[config.mk]
export PLATFORM = sky130hd
export DESIGN_NAME = sc_stats
export DESIGN_NICKNAME = d
export VERILOG_FILES = /design/src/sc_pend.v /design/src/sc_stats.v
export VERILOG_INCLUDE_DIRS = /design/src /design/src/src
export SDC_FILE = /design/constraint.sdc
export NUM_CORES = 2
export LEC_CHECK = 0
export BUFFER_PORTS_ARGS = -buffer_cell sky130_fd_sc_hd__buf_2
export CAP_MARGIN = 20
export CORE_ASPECT_RATIO = 0.75
export CORE_MARGIN = 5
export CORE_UTILIZATION = 65
export DETAILED_ROUTE_END_ITERATION = 8
export PLACE_DENSITY = 0.88
export SLEW_MARGIN = 0
export SYNTH_ARGS = -nofsm -noshare
export SYNTH_HDL_FRONTEND = slang
export SYNTH_SLANG_ARGS = --single-unit
[constraint.sdc]
create_clock -name mclk -period 60.8 [get_ports mclk]
set_clock_uncertainty 0.15 [all_clocks]
set_input_delay 12.16 -clock mclk [delete_from_list [all_inputs] [get_ports mclk]]
set_output_delay 12.16 -clock mclk [all_outputs]
set_load 0.02 [all_outputs]
[src/sc_stats_defs.vh]
`ifndef SC_STATS_DEFS_VH
`define SC_STATS_DEFS_VH

// ==========================================================
// Counter geometry
`define SC_CNT_W 32
`define SC_NUM_CNT 19
`define SC_NUM_BASIC 16
`define SC_IDX_W 5
`define SC_PEND_W 2
`define SC_ID_STEP 4
`define SC_CNT_RST 32'h00000000

// ==========================================================
// Counter index (byte offset in snapshot is four times index)
`define SC_IDX_BASE_N 10
`define SC_IDX_RX_CRC 5'h0a
`define SC_IDX_RX_ALIGN 5'h0b
`define SC_IDX_RX_RSRC 5'h0c
`define SC_IDX_RX_OVRN 5'h0d
`define SC_IDX_RX_COLL 5'h0e
`define SC_IDX_RX_SHORT 5'h0f
`define SC_IDX_TX_PAUSE 5'h10
`define SC_IDX_RX_PAUSE 5'h11
`define SC_IDX_RX_UNSUP 5'h12

`endif

[src/sc_pend.v]
`timescale 1ns/1ps

// ==========================================================
// Pending increment tally for one counter
module sc_pend #(
    parameter PW = 2
) (
    input wire mclk,
    input wire reset,
    input wire inc,
    input wire take,
    output reg [PW-1:0] pend_r
);

reg [PW-1:0] pend_nxt;

// Arrival and service in the same cycle cancel; saturates at the top
always @*
begin
    pend_nxt = pend_r;
    if (take && !inc)
    begin
        pend_nxt = pend_r - {{(PW-1){1'b0}}, 1'b1};
    end
    else if (inc && !take && (pend_r != {PW{1'b1}}))
    begin
        pend_nxt = pend_r + {{(PW-1){1'b0}}, 1'b1};
    end
end

always @(posedge mclk or posedge reset)
begin
    if (reset)
    begin
        pend_r <= {PW{1'b0}};
    end
    else
    begin
        pend_r <= pend_nxt;
    end
end

endmodule // sc_pend

[src/sc_stats.v]
`timescale 1ns/1ps
`include "sc_stats_defs.vh"

// Function
// RULE_01: Alignment counter counts misaligned frames with CRC error, any receive state.
// RULE_02: CRC, alignment, short exclusive; short frame bumps only short counter.
// RULE_03: Resource counter counts good frames dropped for lack of resources.
// RULE_04: Save-bad-frames with bad status suppresses resource counter increment.
// RULE_05: Overrun counter counts only frames flagged lost by bus unavailability.
// RULE_06: Receive collision counter counts frames with collision during reception.
// RULE_07: Short frame counter counts frames below minimum legal length.
// RULE_08: Transmit pause counter counts every sent Xoff and Xon frame.
// RULE_09: Receive pause counter counts every received Xoff and Xon frame.
// RULE_10: Unsupported counter counts valid control frames with non-pause opcode.
// RULE_11: All counters zero after reset; only zero may ever be loaded.
// RULE_12: Updates are internal read, increment, write-back with no host traffic.
// RULE_13: Counters wrap to zero past maximum, no saturation.
// RULE_14: One frame updates every counter whose condition it meets.
// RULE_15: Every counter is 32 bits wide.
// RULE_16: Dump command writes a snapshot of counters into main memory.
// RULE_17: Nineteen counters held; dump holds 16 or 19 per extended bits.
// RULE_18: Counters update only at end of transmission or reception of frame; base_inc counters 0 to 9 are not gated by tx_done or rx_done.
// RULE_19: Dump-and-reset writes snapshot then clears counters.
// RULE_20: Counter word sits at byte offset four times index, ascending order.
module sc_stats #(
    parameter CW = `SC_CNT_W,
    parameter NC = `SC_NUM_CNT,
    parameter NB = `SC_NUM_BASIC,
    parameter PW = `SC_PEND_W
) (
    input wire mclk,
    input wire reset,
    input wire tx_done,
    input wire tx_pause,
    input wire [`SC_IDX_BASE_N-1:0] base_inc,
    input wire rx_done,
    input wire rx_crc_err,
    input wire rx_misaligned,
    input wire rx_short,
    input wire rx_good,
    input wire rx_no_rsrc,
    input wire save_bad_frames,
    input wire rx_bad_status,
    input wire rx_overrun,
    input wire rx_collision,
    input wire rx_pause,
    input wire rx_ctl_unsup,
    input wire dump_req,
    input wire dump_clear,
    input wire ext_stats,
    input wire [31:0] dump_base,
    input wire mem_wr_ready,
    output reg mem_wr_valid_r,
    output reg [31:0] mem_wr_addr_r,
    output reg [CW-1:0] mem_wr_data_r,
    output reg dump_done_r,
    output reg busy_r
);

// ==========================================================
// States
localparam S_IDLE = 3'h0;
localparam S_RD = 3'h1;
localparam S_WR = 3'h2;
localparam S_DRD = 3'h3;
localparam S_DWR = 3'h4;

reg [2:0] state_r;
reg [2:0] state_nxt;
reg [`SC_IDX_W-1:0] idx_r;
reg [`SC_IDX_W-1:0] idx_nxt;
reg [CW-1:0] rd_r;
reg dump_pend_r;
reg dump_clr_r;
reg dump_ext_r;
reg [CW-1:0] cnt_mem [0:NC-1];
reg [NC-1:0] inc;
reg [NC-1:0] take;
wire [NC-1:0] has_pend;
wire [`SC_IDX_W-1:0] sel;
wire [`SC_IDX_W-1:0] last_idx;
integer i;

// ==========================================================
// Helpers
// Lowest index with an update waiting
function [`SC_IDX_W-1:0] first_set;
    input [NC-1:0] v;
    integer k;
    begin
        first_set = {`SC_IDX_W{1'b0}};
        for (k = NC - 1; k >= 0; k = k - 1)
        begin
            if (v[k])
            begin
                first_set = k[`SC_IDX_W-1:0];
            end
        end
    end
endfunction

// Snapshot byte offset of a counter
function [31:0] id_offset;
    input [`SC_IDX_W-1:0] ix;
    begin
        id_offset = {27'h0000000, ix} * `SC_ID_STEP;
    end
endfunction

// ==========================================================
// Frame event decode
// Receive and pause events are sampled only on frame completion strobes; base_inc is not gated [RULE_18]
always @*
begin
    inc = {NC{1'b0}};
    inc[`SC_IDX_BASE_N-1:0] = base_inc;
    // Short takes precedence over CRC and alignment [RULE_02] [RULE_07]
    inc[`SC_IDX_RX_SHORT] = rx_done && rx_short;
    inc[`SC_IDX_RX_CRC] = rx_done && !rx_short && !rx_misaligned && rx_crc_err; // [RULE_02]
    // Independent of receive unit state [RULE_01]
    inc[`SC_IDX_RX_ALIGN] = rx_done && !rx_short && rx_misaligned && rx_crc_err;
    // Good frame dropped, not a saved bad frame [RULE_03] [RULE_04]
    inc[`SC_IDX_RX_RSRC] = rx_done && rx_good && rx_no_rsrc &&
                           !(save_bad_frames && rx_bad_status);
    inc[`SC_IDX_RX_OVRN] = rx_done && rx_overrun; // [RULE_05]
    inc[`SC_IDX_RX_COLL] = rx_done && rx_collision; // [RULE_06]
    inc[`SC_IDX_TX_PAUSE] = tx_done && tx_pause; // [RULE_08]
    inc[`SC_IDX_RX_PAUSE] = rx_done && rx_pause; // [RULE_09]
    inc[`SC_IDX_RX_UNSUP] = rx_done && rx_ctl_unsup; // [RULE_10]
end

// ==========================================================
// Pending update tallies, one per counter
// Several counters may be flagged by one frame [RULE_14]
genvar g;
generate
    for (g = 0; g < NC; g = g + 1)
    begin : g_pend
        wire [PW-1:0] pcnt;
        sc_pend #(
            .PW(PW)
        ) u_pend (
            .mclk(mclk),
            .reset(reset),
            .inc(inc[g]),
            .take(take[g]),
            .pend_r(pcnt)
        );
        assign has_pend[g] = |pcnt;
    end
endgenerate

assign sel = first_set(has_pend);
assign last_idx = dump_ext_r ? NC[`SC_IDX_W-1:0] - 5'h01 : NB[`SC_IDX_W-1:0] - 5'h01; // [RULE_17]

// Service one pending update when idle and no dump is waiting
always @*
begin
    take = {NC{1'b0}};
    if ((state_r == S_IDLE) && !dump_pend_r && (|has_pend))
    begin
        take[sel] = 1'b1;
    end
end

// ==========================================================
// Sequencer next state
always @*
begin
    state_nxt = state_r;
    idx_nxt = idx_r;
    case (state_r)
        S_IDLE:
        begin
            if (dump_pend_r)
            begin
                idx_nxt = {`SC_IDX_W{1'b0}};
                state_nxt = S_DRD;
            end
            else if (|has_pend)
            begin
                idx_nxt = sel;
                state_nxt = S_RD;
            end
        end
        S_RD:
        begin
            state_nxt = S_WR;
        end
        S_WR:
        begin
            state_nxt = S_IDLE;
        end
        S_DRD:
        begin
            state_nxt = S_DWR;
        end
        S_DWR:
        begin
            if (mem_wr_ready)
            begin
                if (idx_r == last_idx)
                begin
                    state_nxt = S_IDLE;
                end
                else
                begin
                    idx_nxt = idx_r + 5'h01; // Ascending order [RULE_20]
                    state_nxt = S_DRD;
                end
            end
        end
        default:
        begin
            state_nxt = S_IDLE;
        end
    endcase
end

// ==========================================================
// Sequencer registers and dump request latch
always @(posedge mclk or posedge reset)
begin
    if (reset)
    begin
        state_r <= S_IDLE;
        idx_r <= {`SC_IDX_W{1'b0}};
        dump_pend_r <= 1'b0;
        dump_clr_r <= 1'b0;
        dump_ext_r <= 1'b0;
        busy_r <= 1'b0;
    end
    else
    begin
        state_r <= state_nxt;
        idx_r <= idx_nxt;
        // Waiting updates count as busy; a dump latched in idle still goes before them
        busy_r <= (state_nxt != S_IDLE) || dump_pend_r || dump_req || (|has_pend) || (|inc);
        // New request wins over the clear at dump start [RULE_16]
        if (dump_req && (state_r != S_DRD) && (state_r != S_DWR))
        begin
            dump_pend_r <= 1'b1;
            dump_clr_r <= dump_clear; // [RULE_19]
            dump_ext_r <= ext_stats; // [RULE_17]
        end
        else if ((state_r == S_IDLE) && dump_pend_r)
        begin
            dump_pend_r <= 1'b0;
        end
    end
end

// ==========================================================
// Counter storage: read, increment, write-back
// Internal only, no bus traffic for updates [RULE_12]
always @(posedge mclk or posedge reset)
begin
    if (reset)
    begin
        rd_r <= `SC_CNT_RST;
        for (i = 0; i < NC; i = i + 1)
        begin
            cnt_mem[i] <= `SC_CNT_RST; // [RULE_11] [RULE_15]
        end
    end
    else
    begin
        case (state_r)
            S_RD:
            begin
                rd_r <= cnt_mem[idx_r]; // [RULE_12]
            end
            S_WR:
            begin
                // Natural 32-bit overflow wraps to zero [RULE_13]
                cnt_mem[idx_r] <= rd_r + {{(CW-1){1'b0}}, 1'b1}; // [RULE_12]
            end
            S_DRD:
            begin
                if (dump_clr_r)
                begin
                    cnt_mem[idx_r] <= `SC_CNT_RST; // Only zero is loadable [RULE_11] [RULE_19]
                end
            end
            S_DWR:
            begin
                // Short dump still clears the extended counters
                if (mem_wr_ready && (idx_r == last_idx) && dump_clr_r && !dump_ext_r)
                begin
                    for (i = NB; i < NC; i = i + 1)
                    begin
                        cnt_mem[i] <= `SC_CNT_RST; // [RULE_19]
                    end
                end
            end
            default:
            begin
                rd_r <= rd_r;
            end
        endcase
    end
end

// ==========================================================
// Snapshot write port to main memory
always @(posedge mclk or posedge reset)
begin
    if (reset)
    begin
        mem_wr_valid_r <= 1'b0;
        mem_wr_addr_r <= 32'h00000000;
        mem_wr_data_r <= `SC_CNT_RST;
        dump_done_r <= 1'b0;
    end
    else
    begin
        dump_done_r <= 1'b0;
        if (state_r == S_DRD)
        begin
            mem_wr_valid_r <= 1'b1; // [RULE_16]
            mem_wr_addr_r <= dump_base + id_offset(idx_r); // [RULE_20]
            mem_wr_data_r <= cnt_mem[idx_r];
        end
        else if ((state_r == S_DWR) && mem_wr_ready)
        begin
            mem_wr_valid_r <= 1'b0;
            if (idx_r == last_idx)
            begin
                dump_done_r <= 1'b1; // Snapshot complete [RULE_17]
            end
        end
    end
end

endmodule // sc_stats

Word-level counts from Yosys, hierarchy flattened
Index checks and enable logic that the tools add are counted.
- add/sub/neg operators: 41
- $mul: 0
- divide/modulo/power cells: 0
- magnitude comparators: 4
- equal/unequal tests: 31
- shifts and indexed selects: 0
- mux-type cells: 88
- bitwise logic cells: 3
- reduce and logical (&&, ||, !) cells: 180
- operators with widths (kind ; count):
    $pmux W512 S2 ; 1
    $and A608 B608 Y608 ; 1
    $bwmux W608 ; 1
    $mux W608 ; 1
    $not A608 Y608 ; 1
    $pmux W96 S3 ; 1
    $bmux W32 S5 ; 1
    $demux W32 S5 ; 1
    $mux W5 ; 24
    $mux W32 ; 3
    $mux W96 ; 1
    $logic_and A1 B1 Y1 ; 83
    $mux W2 ; 39
    $ne A2 B2 Y1 const B ; 23
    $reduce_bool A2 Y1 ; 23
    $logic_not A1 Y1 ; 43
    $add A2 B1 Y2 const B ; 19
    $reduce_or A2 Y1 ; 19
    $reduce_or A38 Y1 ; 1
    $sub A2 B1 Y2 const B ; 19
    $add A32 B1 Y32 const B ; 1
    $add A32 B7 Y32 ; 1
    $mux W19 ; 1
    $reduce_or A19 Y1 ; 1
    23 further kinds ; 38
- register bits after elaboration: 756
- bits in latches: 0
- RAM bits: 0
- bits in read-only memories: 0
- bits of input ports: 62
- output and inout port bits: 67
- logic and storage cells: 396
- memories: 0

Logic depth before layout (Yosys ltp)
- word-level depth: 30
- mapped depth: 12
- mapped depth without buffers: 10

Cells and area by module
Synthesis repeated with hierarchy kept, for this count alone.
- cell total of the unflattened synthesis: 3468
- area, all modules: 34783.4 µm²
- by module, submodules not included (module ; times used ; cells an instance ; area each (µm²) ; sequential area each (µm²)):
    sc_stats ; 1 ; 3240 ; 32548.7 ; 17967.2
    sc_pend ; 19 ; 12 ; 117.6 ; 50.0

Least setup slack after synthesis
OpenSTA, ideal clock, no wires.
- path kind: in2reg
- start: in dump_base[2]
- end: reg mem_wr_addr_r[28]
- setup time: 0.134 ns
- arrival: 14.062 ns
- data required time: 60.516 ns
- slack: 46.454 ns
- stages: 10
- buffers on the path: 0
- path through: ha_1 inv_1 fa_1 nor2b_1 o21a_1 o21ai_0 a2111o_1 nor3_1 xnor2_1 o21ai_0
- longest elaborated chain between the ends: 1
- ends and longest elaborated chain (item ; line ; source):
    start: declaration ; sc_stats.v:51 ; input wire [31:0] dump_base,
    $add A32 B7 Y32 ; sc_stats.v:321 ; mem_wr_addr_r <= dump_base + id_offset(idx_r);
    end signal: assignment ; sc_stats.v:321 ;
    end: declaration ; sc_stats.v:54 ; output reg [31:0] mem_wr_addr_r,
Every way passes these cells.
A chain may end at the register's enable or synchronous reset.

==> impl_metrics.csv <==
group,metric,value,unit
status,status,"finished clean",
synth,syn_inst,3335,
synth,synthXorXnorAreaFrac,1.58,%
worst_setup_path,crit_start,"reset",
placement,dp_cells,3959,
finish,multi_input_area,14500,µm²
finish,n_fill_cell,3365,
worst_setup_path,rr_endpoint,"rd_r[15]",
power,p_per_area,42.7,nW/µm²
floorplan,die_h,209,µm
clocking,h-tree-depth,3,
placement,dp_hpwl,55900,µm
synth,syn_avg_cell_area,10.3,µm²
synth,synth_fa_ha_area_share,0.421,%
synth,synth_top_family_by_area,"compound AO/OA/AOI/OAI gates",
worst_setup_path,start_kind,"input pin",
clocking,cts_resized,0,
job,cap_viol_max_count,0,
floorplan,start_util,65.4,%
worst_setup_path,r2r_cells,7,
placement,place_congestion,0.895,
floorplan,ios,129,
worst_setup_path,critPathMaxFanout,142,
clocking,cts_setup_buffers,0,
power,p_int,0.00101,W
floorplan,coreArea,52700,µm²
drt,drt-total-wl,97600,µm
worst_setup_path,required,61260,ps
synth,yosysMostFrequentCell,"nand2_1",
hold_path,whs_endpoint,"cnt_mem[364]",
drt,routedWlPerCell,23.9,µm
clocking,cts_buffer_depth,3,
synth,synthSimpleGateAreaFrac,14.1,%
sta,rsz0062_at_grt,"no",
global_routing,grt_usage,33.9,%
synth,synth_common_cells,"779 x nand2_1, 756 x dfrtp_1, 680 x o21ai_0",
clocking,cts_root_buffer,"clkbuf_16",
finish,regArea,18900,µm²
synth,synth_area,34500,µm²
hold_path,min_path_type,"reg -> reg",
drt,route.vias.total,27299,
power,switching_share,37.5,%
power,p_clk_share,27.4,%
clocking,clk_pin_slew,60,ps
global_routing,grt_antenna_before_repair,1,
sta,fin_tns_setup,0,ps
drt,drc,0,
global_routing,grt_pass1_vias,27669,
synth,async_reset_ff_share,100,%
worst_setup_path,max_stage_delay,890,ps
clocking,cts_tree,"yes",
worst_setup_path,crit_path_end_kind,"async pin",
sta,period_needed,15690,ps
floorplan,fp-row-count,73,
worst_setup_path,worstPathCellList,"buf_2 -> inv_8 -> buf_4 -> buf_4 -> buf_16 -> buf_4 -> buf_4",
worst_setup_path,r2r-start,"idx_r[0]",
synth,synthTopCellsByArea,"dfrtp_1 55%, mux4_2 10%, o21ai_0 9.9%",
synth,yosysTopAreaCellShare,54.9,%
sta,finalCritPeriodShare,25.8,%
drt,post_drt_via_cell_ratio,6.68,
power,leakage,16.2,nW
drt,dr.pass1.iters,6,
power,finalPower,0.00161,W
clocking,ctsHoldBuffers,0,
floorplan,fp.dieW,276,µm
synth,synth_compound_gate_area_share,14.2,%
drt,ant_nets,0,
synth,synth_top_area_cell,"dfrtp_1",
floorplan,die-area,57800,µm²
sta,setup_viol,0,
clocking,cts_inserted_buffers,69,
global_routing,grt.overflow.total,0,
synth,ys_ff_latch,756,
placement,portBuffers,128,
synth,synth_enable_flop_cells,0,
synth,synth_nets,3408,
sta,slew_violations,0,
sta,relSlewSlack,30.9,%
drt,drt_iter0_markers,3779,
finish,stdcell_count,4084,
finish,finalNetCount,3393,
finish,drive_gt1_share,16.0,%
synth,ys.flop_type,"dfrtp_1",
sta,tightest_slew,1040,ps
worst_setup_path,rrSetupSlack,55930,ps
synth,synth.distinct_cells,75,
power,p_comb_share,31.6,%
clocking,cts_sinks,756,
power,p_seq_share,41.0,%
power,power.switching,0.000603,W
sta,max_freq,0.0637,GHz
power,ir_worst_vdd,0.0368,mV
finish,syn_to_final_growth,9.49,%
synth,synth.mux.area_fraction,11.4,%
sta,hold_violations,0,
clocking,clk_latency,630,ps
worst_setup_path,worstSetupPathType,"in -> async",
synth,yosysSeqAreaShare,54.9,%
synth,yosys_warnings,0,
global_routing,grt_pass1_wl,154000,µm
worst_setup_path,slowest_stage,"buf_4",
worst_setup_path,cp.arrival,16160,ps
hold_path,hold_start,"cnt_mem[364]",
worst_setup_path,cp_common_cell,"buf_4",
hold_path,hold-path-cell-count,2,
global_routing,grt_max_degree,143,
-- power by group through the flow --
stage	Clock, W	Sequential (W)	Combinational (W)
after floorplan	0	0.000659	0.000343
after global placement	0	0.000657	0.000472
after detailed placement	0	0.000661	0.000487
after CTS	0.000442	0.000656	0.000498
after global routing	0.000463	0.000668	0.000545
final	0.000442	0.000660	0.000508
-- worst max-delay path by stage --
stage              endpoint
6_report       cnt_mem[434]
5_1_grt        cnt_mem[272]
4_1_cts        cnt_mem[409]
3_5_place_dp   cnt_mem[370]
3_3_place_gp   cnt_mem[370]
2_1_floorplan        busy_r
-- routing by layer --
metal  up-vias  global-route usage (%)  share of wire (%)
li1      11569                       -                  -
met4         0                    16.4                5.5
met3       455                    9.18                 12
met5         -                       0                  0
met1     13425                    46.4                 36
met2      1850                    51.2                 46
-- critical path: cells and delay by family --
kind | cells | cell delay [ps]
buffers and inverters | 7 | 3810
-- cell type report --
cell class | instances | share of cell area, %
multi-input combinational | 2291 | 38.4
tap | 712 | 2.36
antenna | 1 | 0.00663
clock inverter | 21 | 0.600
clock buffer | 101 | 5.43
sequential | 756 | 50.2
timing repair buffer | 178 | 2.79
inverter | 24 | 0.259
-- sequential cells by signal, indices dropped and copies added (netlist names) --
name	flops
state_r	3
dump_done_r	1
cnt_mem	608
dump_clr_r	1
mem_wr_addr_r	32
idx_r	5
g_pend.u_pend.pend_r	38
dump_ext_r	1
dump_pend_r	1
mem_wr_valid_r	1
rd_r	32
mem_wr_data_r	32
busy_r	1
-- logic make-up (layout without fill, tap and decap cells) --
family / count (synthesis) / in the layout
flops: 756 / 756
compound gates: 903 / 903
fa+ha+maj: 11 / 11
simple gates: 1117 / 1117
xor+xnor: 62 / 62
other cells: 0 / 1
mux: 198 / 198
buf+inv: 288 / 324
-- layout by cell type, fill, tap and decap left out, drive strengths merged, types with 27 or more instances in the layout --
| cell type | instances |
|---|---|
| nand2 | 779 |
| nor2b | 34 |
| buf | 178 |
| o31ai | 30 |
| mux4 | 156 |
| xor2 | 35 |
| xnor2 | 27 |
| clkbuf | 101 |
| mux2i | 39 |
| or2 | 35 |
| inv | 29 |
| nand3 | 48 |
| o21ai | 702 |
| dfrtp | 756 |
| a21oi | 101 |
| nor2 | 93 |
-- per-stage QoR --
step | worst slack, ps | instance area (µm²) | util (%) | hold WS, ps
final | 45110 | 37700 | 71.6 | 324
after global routing | 44360 | 37700 | 71.6 | 340
after CTS | 44590 | 37700 | 71.5 | 328
after detailed placement | 43970 | 35400 | 67.2 | 306
after global placement | 43950 | 35400 | 67.2 | 296
after floorplan | 27270 | 34500 | - | 293
No activity file was read; power rests on OpenSTA's default activity.
